<file path="src/shared/pmc_pkg.sv">
// Package of offsets, widths and timing constants for the performance monitor counters.
package pmc_pkg;

	// ----------------------------------------------------------------
	// Register offsets on the parallel register port.
	// ----------------------------------------------------------------
	localparam int ADDR_W = 9;
	localparam logic [8:0] OFS_FRAMING_LO = 9'h050;
	localparam logic [8:0] OFS_FRAMING_HI = 9'h051;
	localparam logic [8:0] OFS_CRC_LO = 9'h052;
	localparam logic [8:0] OFS_CRC_HI = 9'h053;
	localparam logic [8:0] OFS_LINE_LO = 9'h054;
	localparam logic [8:0] OFS_LINE_HI = 9'h055;
	localparam logic [8:0] OFS_REMOTE_LO = 9'h056;
	localparam logic [8:0] OFS_REMOTE_HI = 9'h057;
	localparam logic [8:0] OFS_PATTERN_LO = 9'h058;
	localparam logic [8:0] OFS_PATTERN_HI = 9'h059;
	localparam logic [8:0] OFS_ALARM = 9'h05a;
	localparam logic [8:0] OFS_SPARE4 = 9'h05b;
	localparam logic [8:0] OFS_SPARE5 = 9'h05c;

	// ----------------------------------------------------------------
	// Counter widths and the alarm byte layout.
	// ----------------------------------------------------------------
	localparam int FRAMING_W = 12;
	localparam int CRC_W = 10;
	localparam int LINE_W = 16;
	localparam int REMOTE_W = 10;
	localparam int PATTERN_W = 12;
	localparam int FRAME_LOSS_W = 4;
	localparam int ALIGN_W = 2;
	localparam int SEF_W = 2;
	localparam int FRAME_LOSS_LSB = 4;
	localparam int ALIGN_LSB = 2;
	localparam int SEF_LSB = 0;

	// ----------------------------------------------------------------
	// Bit positions in the overflow enable and overflow pulse vectors.
	// ----------------------------------------------------------------
	localparam int NUM_CNT = 8;
	localparam int IDX_FRAMING = 0;
	localparam int IDX_CRC = 1;
	localparam int IDX_LINE = 2;
	localparam int IDX_REMOTE = 3;
	localparam int IDX_PATTERN = 4;
	localparam int IDX_FRAME_LOSS = 5;
	localparam int IDX_ALIGN = 6;
	localparam int IDX_SEF = 7;

	// ----------------------------------------------------------------
	// Spare-bit capture and reset values.
	// ----------------------------------------------------------------
	localparam int SA_LANES = 5;
	localparam logic [7:0] RST_BYTE = 8'h00;
	localparam int CLK_FREQ_KHZ = 25000;
	localparam int SA_HOLD_TIME_US = 2000;
	localparam int SA_HOLD_CYCLES = SA_HOLD_TIME_US * CLK_FREQ_KHZ / 1000;

endpackage : pmc_pkg

</file>
<file path="src/core/pmc_counter.sv">
// Event counter with wrap or saturate, clear and one-second snapshot.
`timescale 1ns/1ps
module pmc_counter #(
	parameter int W = 8
) (
	// Clock and reset.
	input wire logic clk,
	input wire logic srst,
	// Control.
	input wire logic inc,
	input wire logic clr,
	input wire logic snap,
	input wire logic wrap_en,
	// Results.
	output logic [W-1:0] count,
	output logic [W-1:0] held,
	output logic ovf
);
	logic [W-1:0] count_q, count_d, held_q, held_d, base;
	logic ovf_q, ovf_d;

	// ----------------------------------------------------------------
	// Next count.
	// ----------------------------------------------------------------
	// A clear or snapshot restarts from zero, but an event in the same
	// cycle still lands in the fresh count so nothing is lost.
	always_comb begin
		base = (clr || snap) ? '0 : count_q;
		held_d = snap ? count_q : held_q;
		count_d = base;
		ovf_d = 1'b0;
		if (inc) begin
			if (&base) begin
				count_d = wrap_en ? '0 : base;
				ovf_d = 1'b1;
			end else begin
				count_d = base + 1'b1;
			end
		end
	end

	// Register the count, the snapshot and the overflow pulse.
	always_ff @(posedge clk) begin
		if (srst) begin
			count_q <= '0;
			held_q <= '0;
			ovf_q <= 1'b0;
		end else begin
			count_q <= count_d;
			held_q <= held_d;
			ovf_q <= ovf_d;
		end
	end

	assign count = count_q;
	assign held = held_q;
	assign ovf = ovf_q;
endmodule : pmc_counter

</file>
<file path="src/core/pmc_sa_capture.sv">
// Double-buffered capture of receive spare bits from odd frames.
`timescale 1ns/1ps
module pmc_sa_capture #(
	parameter int HOLD_CYCLES = pmc_pkg::SA_HOLD_CYCLES
) (
	// Clock and reset.
	input wire logic clk,
	input wire logic srst,
	// Receive frame side.
	input wire logic odd_frame_strobe,
	input wire logic [3:0] frame_number,
	input wire logic [pmc_pkg::SA_LANES-1:0] sa_bits,
	input wire logic receive_multiframe_irq,
	// Committed buffers, lane 0 is Sa4.
	output logic [pmc_pkg::SA_LANES*8-1:0] sa_bytes
);
	import pmc_pkg::*;
	localparam int HW = $clog2(HOLD_CYCLES + 1);
	logic [7:0] shadow_q [SA_LANES];
	logic [7:0] shadow_d [SA_LANES];
	logic [7:0] buf_q [SA_LANES];
	logic [7:0] buf_d [SA_LANES];
	logic [HW-1:0] hold_q, hold_d;
	logic commit;

	// ----------------------------------------------------------------
	// Shadow fill and commit.
	// ----------------------------------------------------------------
	// Frame 2n+1 lands in bit n. A multiframe mark that comes while the
	// hold window still runs is dropped so software keeps a stable byte.
	always_comb begin
		commit = receive_multiframe_irq && (hold_q == '0);
		hold_d = commit ? HW'(HOLD_CYCLES - 1) : (hold_q == '0 ? hold_q : hold_q - 1'b1);
		for (int i = 0; i < SA_LANES; i++) begin
			shadow_d[i] = shadow_q[i];
			if (odd_frame_strobe && frame_number[0]) begin
				shadow_d[i][frame_number[3:1]] = sa_bits[i];
			end
			buf_d[i] = commit ? shadow_d[i] : buf_q[i];
		end
	end

	// Register shadow, committed buffers and hold timer.
	always_ff @(posedge clk) begin
		if (srst) begin
			hold_q <= '0;
			for (int i = 0; i < SA_LANES; i++) begin
				shadow_q[i] <= RST_BYTE;
				buf_q[i] <= RST_BYTE;
			end
		end else begin
			hold_q <= hold_d;
			for (int i = 0; i < SA_LANES; i++) begin
				shadow_q[i] <= shadow_d[i];
				buf_q[i] <= buf_d[i];
			end
		end
	end

	// Pack lanes for the register map.
	always_comb begin
		for (int i = 0; i < SA_LANES; i++) begin
			sa_bytes[i*8 +: 8] = buf_q[i];
		end
	end
endmodule : pmc_sa_capture

</file>
<file path="src/core/pmc_perf_monitor.sv">
// Performance monitoring counters and spare-bit buffers of one framer.
`timescale 1ns/1ps
// Function
// - Overflow enabled: counter wraps to zero.
// - Overflow disabled: counter saturates at maximum.
// - 12-bit framing count, high read clears outside latch mode.
// - 10-bit CRC count, high read clears outside latch mode.
// - 16-bit line violation count, high read clears outside latch mode.
// - Count bipolar always, excess zeros optionally.
// - 10-bit remote block count, either read clears outside latch mode.
// - Pattern low read captures then clears count.
// - Pattern high read returns captured bits 11:8.
// - Pattern errors counted only while test runs.
// - Alarm byte packs three counts, read clears.
// - Frame-loss count increments per loss occurrence.
// - Alignment-change count increments per reframe pulse.
// - Severe frame count increments per occurrence.
// - Five spare buffers update together at multiframe.
// - Buffer bit n holds odd frame 2n+1.
// - Buffers hold unchanged two ms after update.
module pmc_perf_monitor #(
	parameter int SA_HOLD_CYCLES = pmc_pkg::SA_HOLD_CYCLES
) (
	// Clock and reset.
	input wire logic clk,
	input wire logic srst,
	// Parallel register port, read side.
	input wire logic reg_rd,
	input wire logic [pmc_pkg::ADDR_W-1:0] reg_addr,
	output logic [7:0] reg_rdata,
	output logic reg_ack,
	// Mode controls.
	input wire logic one_second_latch_enable,
	input wire logic one_second_tick,
	input wire logic count_excess_zeros_enable,
	input wire logic test_pattern_start,
	input wire logic [pmc_pkg::NUM_CNT-1:0] overflow_irq_enables,
	// Error and alarm events from the receive framer.
	input wire logic framing_bit_error,
	input wire logic crc_error,
	input wire logic bipolar_violation,
	input wire logic excess_zeros,
	input wire logic remote_block_error,
	input wire logic pattern_bit_error,
	input wire logic frame_loss_state,
	input wire logic alignment_change_pulse,
	input wire logic severely_errored_frame,
	// Spare-bit capture.
	input wire logic odd_frame_strobe,
	input wire logic [3:0] frame_number,
	input wire logic [pmc_pkg::SA_LANES-1:0] sa_bits,
	input wire logic receive_multiframe_irq,
	// Status toward the interrupt logic and other buffers.
	output logic [pmc_pkg::NUM_CNT-1:0] counter_overflow,
	output logic [23:0] spare_bit_upper_bytes
);
	import pmc_pkg::*;

	// ----------------------------------------------------------------
	// Declarations.
	// ----------------------------------------------------------------
	logic latch_mode, snap;
	logic rd_frm_hi, rd_crc_hi, rd_line_hi, rd_rem, rd_pat_lo, rd_alarm;
	logic line_inc, pat_inc, loss_rise;
	logic [FRAMING_W-1:0] frm_cnt, frm_held;
	logic [CRC_W-1:0] crc_cnt, crc_held;
	logic [LINE_W-1:0] line_cnt, line_held;
	logic [REMOTE_W-1:0] rem_cnt, rem_held;
	logic [PATTERN_W-1:0] pat_cnt;
	logic [FRAME_LOSS_W-1:0] loss_cnt;
	logic [ALIGN_W-1:0] align_cnt;
	logic [SEF_W-1:0] sef_cnt;
	logic [SA_LANES*8-1:0] sa_bytes;
	logic [15:0] frm_view, crc_view, line_view, rem_view;
	logic [7:0] alarm_byte;
	logic [PATTERN_W-1:0] pat_cap_q, pat_cap_d;
	logic [7:0] hi_hold_q [4];
	logic [7:0] hi_hold_d [4];
	logic [7:0] rdata_q, rdata_d;
	logic ack_q, ack_d, loss_prev_q, loss_prev_d;

	// Picks the one-second snapshot or the live count for a read.
	function automatic logic [15:0] pick_view(input logic latched, input logic [15:0] live,
		input logic [15:0] held);
		pick_view = latched ? held : live;
	endfunction : pick_view

	// True when a read strobe addresses the given offset.
	function automatic logic hit(input logic rd, input logic [ADDR_W-1:0] addr,
		input logic [ADDR_W-1:0] ofs);
		hit = rd && (addr == ofs);
	endfunction : hit

	// ----------------------------------------------------------------
	// Read decode and event qualification.
	// ----------------------------------------------------------------
	// In latch mode the framing, CRC, line and remote counts restart at each second boundary
	// instead of on reads, so the snapshot is a clean per-second figure.
	assign latch_mode = one_second_latch_enable;
	assign snap = one_second_tick && latch_mode;
	assign rd_frm_hi = hit(reg_rd, reg_addr, OFS_FRAMING_HI) && !latch_mode;
	assign rd_crc_hi = hit(reg_rd, reg_addr, OFS_CRC_HI) && !latch_mode;
	assign rd_line_hi = hit(reg_rd, reg_addr, OFS_LINE_HI) && !latch_mode;
	assign rd_rem = (hit(reg_rd, reg_addr, OFS_REMOTE_LO) ||
		hit(reg_rd, reg_addr, OFS_REMOTE_HI)) && !latch_mode;
	assign rd_pat_lo = hit(reg_rd, reg_addr, OFS_PATTERN_LO);
	assign rd_alarm = hit(reg_rd, reg_addr, OFS_ALARM);
	// A bipolar violation and an excess-zeros event in one cycle count once.
	assign line_inc = bipolar_violation || (excess_zeros && count_excess_zeros_enable);
	assign pat_inc = pattern_bit_error && test_pattern_start;
	assign loss_rise = frame_loss_state && !loss_prev_q;

	// ----------------------------------------------------------------
	// Latchable error counters.
	// ----------------------------------------------------------------
	pmc_counter #(.W(FRAMING_W)) u_frm (
		.clk(clk), .srst(srst), .inc(framing_bit_error), .clr(rd_frm_hi), .snap(snap),
		.wrap_en(overflow_irq_enables[IDX_FRAMING]), .count(frm_cnt), .held(frm_held),
		.ovf(counter_overflow[IDX_FRAMING])
	);
	pmc_counter #(.W(CRC_W)) u_crc (
		.clk(clk), .srst(srst), .inc(crc_error), .clr(rd_crc_hi), .snap(snap),
		.wrap_en(overflow_irq_enables[IDX_CRC]), .count(crc_cnt), .held(crc_held),
		.ovf(counter_overflow[IDX_CRC])
	);
	pmc_counter #(.W(LINE_W)) u_line (
		.clk(clk), .srst(srst), .inc(line_inc), .clr(rd_line_hi), .snap(snap),
		.wrap_en(overflow_irq_enables[IDX_LINE]), .count(line_cnt), .held(line_held),
		.ovf(counter_overflow[IDX_LINE])
	);
	pmc_counter #(.W(REMOTE_W)) u_rem (
		.clk(clk), .srst(srst), .inc(remote_block_error), .clr(rd_rem), .snap(snap),
		.wrap_en(overflow_irq_enables[IDX_REMOTE]), .count(rem_cnt), .held(rem_held),
		.ovf(counter_overflow[IDX_REMOTE])
	);

	// ----------------------------------------------------------------
	// Pattern error counter and alarm counters.
	// ----------------------------------------------------------------
	pmc_counter #(.W(PATTERN_W)) u_pat (
		.clk(clk), .srst(srst), .inc(pat_inc), .clr(rd_pat_lo), .snap(1'b0),
		.wrap_en(overflow_irq_enables[IDX_PATTERN]), .count(pat_cnt), .held(),
		.ovf(counter_overflow[IDX_PATTERN])
	);
	pmc_counter #(.W(FRAME_LOSS_W)) u_loss (
		.clk(clk), .srst(srst), .inc(loss_rise), .clr(rd_alarm), .snap(1'b0),
		.wrap_en(overflow_irq_enables[IDX_FRAME_LOSS]), .count(loss_cnt), .held(),
		.ovf(counter_overflow[IDX_FRAME_LOSS])
	);
	pmc_counter #(.W(ALIGN_W)) u_align (
		.clk(clk), .srst(srst), .inc(alignment_change_pulse), .clr(rd_alarm), .snap(1'b0),
		.wrap_en(overflow_irq_enables[IDX_ALIGN]), .count(align_cnt), .held(),
		.ovf(counter_overflow[IDX_ALIGN])
	);
	pmc_counter #(.W(SEF_W)) u_sef (
		.clk(clk), .srst(srst), .inc(severely_errored_frame), .clr(rd_alarm), .snap(1'b0),
		.wrap_en(overflow_irq_enables[IDX_SEF]), .count(sef_cnt), .held(),
		.ovf(counter_overflow[IDX_SEF])
	);

	// ----------------------------------------------------------------
	// Spare-bit buffers.
	// ----------------------------------------------------------------
	pmc_sa_capture #(.HOLD_CYCLES(SA_HOLD_CYCLES)) u_sa (
		.clk(clk),
		.srst(srst),
		.odd_frame_strobe(odd_frame_strobe),
		.frame_number(frame_number),
		.sa_bits(sa_bits),
		.receive_multiframe_irq(receive_multiframe_irq),
		.sa_bytes(sa_bytes)
	);
	assign spare_bit_upper_bytes = sa_bytes[SA_LANES*8-1:16];

	// ----------------------------------------------------------------
	// Read views.
	// ----------------------------------------------------------------
	assign frm_view = pick_view(latch_mode, 16'(frm_cnt), 16'(frm_held));
	assign crc_view = pick_view(latch_mode, 16'(crc_cnt), 16'(crc_held));
	assign line_view = pick_view(latch_mode, line_cnt, line_held);
	assign rem_view = pick_view(latch_mode, 16'(rem_cnt), 16'(rem_held));
	assign alarm_byte = {loss_cnt, align_cnt, sef_cnt};

	// ----------------------------------------------------------------
	// Read data, high-byte holds and edge memory.
	// ----------------------------------------------------------------
	// A low-byte read freezes the matching high byte, so the pair read in
	// the expected order is coherent even if events arrive in between.
	always_comb begin
		rdata_d = RST_BYTE;
		ack_d = reg_rd;
		pat_cap_d = pat_cap_q;
		loss_prev_d = frame_loss_state;
		for (int i = 0; i < 4; i++) begin
			hi_hold_d[i] = hi_hold_q[i];
		end
		if (reg_rd) begin
			case (reg_addr)
				OFS_FRAMING_LO: begin
					rdata_d = frm_view[7:0];
					hi_hold_d[0] = frm_view[15:8];
				end
				OFS_FRAMING_HI: rdata_d = hi_hold_q[0];
				OFS_CRC_LO: begin
					rdata_d = crc_view[7:0];
					hi_hold_d[1] = crc_view[15:8];
				end
				OFS_CRC_HI: rdata_d = hi_hold_q[1];
				OFS_LINE_LO: begin
					rdata_d = line_view[7:0];
					hi_hold_d[2] = line_view[15:8];
				end
				OFS_LINE_HI: rdata_d = hi_hold_q[2];
				OFS_REMOTE_LO: begin
					rdata_d = rem_view[7:0];
					hi_hold_d[3] = rem_view[15:8];
				end
				OFS_REMOTE_HI: rdata_d = hi_hold_q[3];
				OFS_PATTERN_LO: begin
					pat_cap_d = pat_cnt;
					rdata_d = pat_cnt[7:0];
				end
				OFS_PATTERN_HI: rdata_d = {4'h0, pat_cap_q[11:8]};
				OFS_ALARM: rdata_d = alarm_byte;
				OFS_SPARE4: rdata_d = sa_bytes[7:0];
				OFS_SPARE5: rdata_d = sa_bytes[15:8];
				default: rdata_d = RST_BYTE;
			endcase
		end
	end

	// Register the read port and the held bytes.
	always_ff @(posedge clk) begin
		if (srst) begin
			rdata_q <= RST_BYTE;
			ack_q <= 1'b0;
			pat_cap_q <= '0;
			loss_prev_q <= 1'b0;
			for (int i = 0; i < 4; i++) begin
				hi_hold_q[i] <= RST_BYTE;
			end
		end else begin
			rdata_q <= rdata_d;
			ack_q <= ack_d;
			pat_cap_q <= pat_cap_d;
			loss_prev_q <= loss_prev_d;
			for (int i = 0; i < 4; i++) begin
				hi_hold_q[i] <= hi_hold_d[i];
			end
		end
	end

	assign reg_rdata = rdata_q;
	assign reg_ack = ack_q;
endmodule : pmc_perf_monitor

</file>
<file path="config.mk">
export PLATFORM = sky130hd
export DESIGN_NAME = pmc_perf_monitor
export DESIGN_NICKNAME = d
export VERILOG_FILES = /design/src/shared/pmc_pkg.sv /design/src/core/pmc_counter.sv /design/src/core/pmc_sa_capture.sv /design/src/core/pmc_perf_monitor.sv
export SDC_FILE = /design/constraint.sdc
export NUM_CORES = 1
export LEC_CHECK = 0
export BUFFER_PORTS_ARGS = -buffer_cell sky130_fd_sc_hd__buf_2
export CORE_MARGIN = 2
export CORE_UTILIZATION = 50
export DETAILED_ROUTE_END_ITERATION = 7
export PLACE_DENSITY = 0.68
export REMOVE_ABC_BUFFERS = 1
export SYNTH_ARGS = -nofsm -noshare
export SYNTH_HDL_FRONTEND = slang
export SYNTH_SLANG_ARGS = --single-unit
</file>
<file path="constraint.sdc">
create_clock -name clk -period 6.6 [get_ports clk]
set_clock_uncertainty 0.15 [all_clocks]
set_input_delay 1.32 -clock clk [delete_from_list [all_inputs] [get_ports clk]]
set_output_delay 1.32 -clock clk [all_outputs]
set_load 0.005 [all_outputs]
</file>
==> results.py <==
metrics = {
    "run_status": {
        "status": "complete, no violations",
    },
    "clock_tree": {
        "cts_resized": 0,
        "post_cts_buffers": 0,
        "cts-htree-levels": 1,
        "numCtsBuffers": 27,
        "cts_sinks": 250,
        "cts_tree": "yes",
        "path_clk_slew_ps": 60,
        "postCtsHoldBufs": 0,
        "cts_root_buf": "clkbuf_16",
        "clock_latency_ps": 540,
        "clockBufferDepth": 3,
    },
    "power": {
        "cellPowerDensity_nw_per_um2": 303.6,
        "total_power_mw": 3.943,
        "leakage_nw": 4.954,
        "vdd_ir_drop_max_mv": 0.2774,
    },
    "floorplan": {
        "design.core.area_sq_um": 23260,
        "num_rows": 56,
        "die_h_microns": 157.3,
        "die_w_microns": 157.3,
        "initial_utilization_pct": 50.54,
        "ios": 85,
        "dieArea_sq_um": 24760,
    },
    "global_route": {
        "track_usage_pct": 23.63,
        "gr-total-overflow": 0,
        "grt_max_degree": 113,
        "antenna_found_initial": 2,
        "grt_first_pass_wirelength_microns": 47890,
        "grt_pass1_vias": 9287,
    },
    "synthesis": {
        "muxShareOfSynthArea_pct": 9.003,
        "synthAdderAreaFrac_pct": 0.8513,
        "synth_cells": 1356,
        "synth_compound_area_share_pct": 17.25,
        "ys_ff_latch": 250,
        "synth_edf_count": 0,
        "yosysWarnings": 0,
        "syn_area_sq_um": 11760,
        "synth.avg_cell_area_sq_um": 8.671,
        "synthArstFlopShare_pct": 0,
        "ys_seq_area_share_pct": 42.57,
        "synth_top_family_by_area": "simple AND/OR/NAND/NOR gates",
        "synth_ff_type": "dfxtp_1",
        "yosys.area_share.simple_pct": 23.39,
        "synth_xor_area_share_pct": 1.043,
        "ys_types": 78,
    },
    "routing": {
        "drt_iter0_drc": 726,
        "ant_nets": 0,
        "vias_per_cell": 5.948,
        "firstDrtPassIters": 5,
        "wire_per_inst_microns": 17.37,
        "vias": 10106,
        "drc_errors": 0,
        "finalWirelength_microns": 29510,
    },
    "timing": {
        "rsz0062_at_grt": "false",
        "setup_slack_ps": 2576,
        "max_freq_mhz": 248.5,
        "hold_violations": 0,
        "period_share_pct": 60.98,
        "relSlewSlack_pct": 31.00,
        "holdWs_ps": 303.7,
        "tns_ps": 0,
        "maxSlewViolCount": 0,
        "tightest_slew_ps": 1027,
        "min_period_ps": 4024,
        "finalSetupViolCount": 0,
    },
    "critical_path": {
        "rr_worst_depth": 8,
        "crit_type": "input pin to flop",
        "required_ps": 6900,
        "worst-path-max-fanout": 28,
        "cp_data_arrival_time_ps": 4320,
        "cp-start-kind": "input pin",
        "cp-end-kind": "flop",
    },
    "placed_design": {
        "placed_cell_area_sq_um": 12050,
        "pre_cts_ws_ps": 2040,
        "portBuffers": 84,
        "dpl.hpwl_microns": 20180,
        "placedCellCount": 1648,
        "routabilityCongestion": 0.9320,
    },
    "layout": {
        "area_delta_synth_final_pct": 10.48,
        "finalInstanceArea_sq_um": 12990,
        "utilization_pct": 55.84,
        "nNetsFinal": 1410,
        "layout-drive-gt1-share_pct": 13.50,
        "fin_cells": 1699,
    },
    "hold_path": {
        "hold_path_class": "flop to flop",
        "whs_path_depth": 2,
    },
    "flow_run": {
        "maxCapViolations": 0,
    },
}
worst max-delay path: stages:
cell and delay (ps):
buf_2 300, nor3b_4 280, a41oi_1 540, and2_1 250, ha_1 240, nand3_1 90
nor3_1 800, o21ai_0 220, a211oi_1 270
path summary, 6_finish.rpt:
path                          startpoint                            end  slack [ps]
max                          reg_addr[0]      u_frm.count[2]$_SDFF_PP0_        2580
min           u_crc.held[9]$_SDFFE_PP0P_     u_crc.held[9]$_SDFFE_PP0P_         300
max reg2reg  u_sa.hold_q[0]$_SDFFE_PP0P_  u_sa.buf_q[0][2]$_SDFFE_PP0P_        3980
min reg2reg   u_crc.held[9]$_SDFFE_PP0P_     u_crc.held[9]$_SDFFE_PP0P_         300
synth_stat cells (all sizes together), types with 5 or more instances:
library cell  count  area, sq um
nor2            138        518.0
a21oi           104        524.3
nand2b            8        50.05
and4             10        87.58
nand4            34        219.0
nor4             14        108.9
clkbuf           54        203.9
and3             20        125.1
a21o              6        45.04
or4               8        60.06
o21ai            26        133.9
or3              14        87.58
ha                8        100.1
o31ai            11        82.58
nand3            36        180.2
a22oi            16        120.1
o22a             40        350.3
a311oi            5        43.79
inv              19        71.32
and2             17        106.4
nand3b            5        37.54
mux2i            81        810.8
a221oi            9        78.83
nand2           162        615.6
mux2             20        225.2
buf              66        414.2
dfxtp           250         5005
nor3b            11        125.1
nor3             49        271.5
nor2b            11        68.82
a211oi           19        147.6
xnor2            12        105.1
a31oi            16        100.1
per-layer routing:
| metal | vias to the layer above | track usage (%) | part of all wire, % |
|---|---|---|---|
| met2 | 356 | 38.26 | 45 |
| met1 | 4778 | 31.78 | 45 |
| met5 | - | 0 | 0 |
| met3 | 69 | 3.965 | 6.4 |
| li1 | 4903 | - | - |
| met4 | 0 | 8.571 | 3.3 |
cells in the final DEF (no fill, tap or decap), types with 9 or more instances in the layout:
cell type and count:
a21oi_1 103, mux2_2 20, xnor2_1 12, mux2i_1 81, buf_4 9, o21ai_0 25
clkbuf_16 27, nand2_1 158, nor2_1 137, nor2b_1 11, nand4_1 33, nor4_1 12
nand3_1 36, dfxtp_1 250, a211oi_1 18, o31ai_1 11, and3_1 20, and4_1 10
buf_2 83, and2_1 17, inv_1 19, a22oi_1 16, o22a_1 40, a221oi_1 9
or3_1 14, nor3_1 45, a31oi_1 16
registers in the layout (all words and copies together), names as in the netlist, 12 cells and up:
| name | flops |
|---|---|
| hi_hold_q | 16 |
| u_frm.count | 12 |
| u_frm.held | 12 |
| u_line.count | 16 |
| u_line.held | 16 |
| u_pat.count | 12 |
| u_sa.buf_q | 40 |
| u_sa.hold_q | 16 |
| u_sa.shadow_q | 40 |
power breakdown:
part	switching, mW	internal (mW)	leakage [nW]
sequential	0.105	1.63	2.02
combinational	0.356	0.270	2.48
clock	0.603	0.976	0.453
cell type report:
class                      count  area, sq um
fill                        2186        10270
multi-input combinational    966         6065
sequential                   250         5005
clock buffer                  40        784.5
timing repair buffer          93        503.0
tap                          319        399.1
clock inverter                 9        153.9
inverter                      20        75.07
antenna                        2        5.005
kinds of logic after synthesis:
family	count (synthesis)
buffers and inverters	140
multiplexers	102
AO/OA/AOI/OAI	295
adder cells (fa/ha/maj)	8
flip-flops	250
AND/OR/NAND/NOR	547
XOR/XNOR	14
No activity file was read; power rests on OpenSTA's default activity.
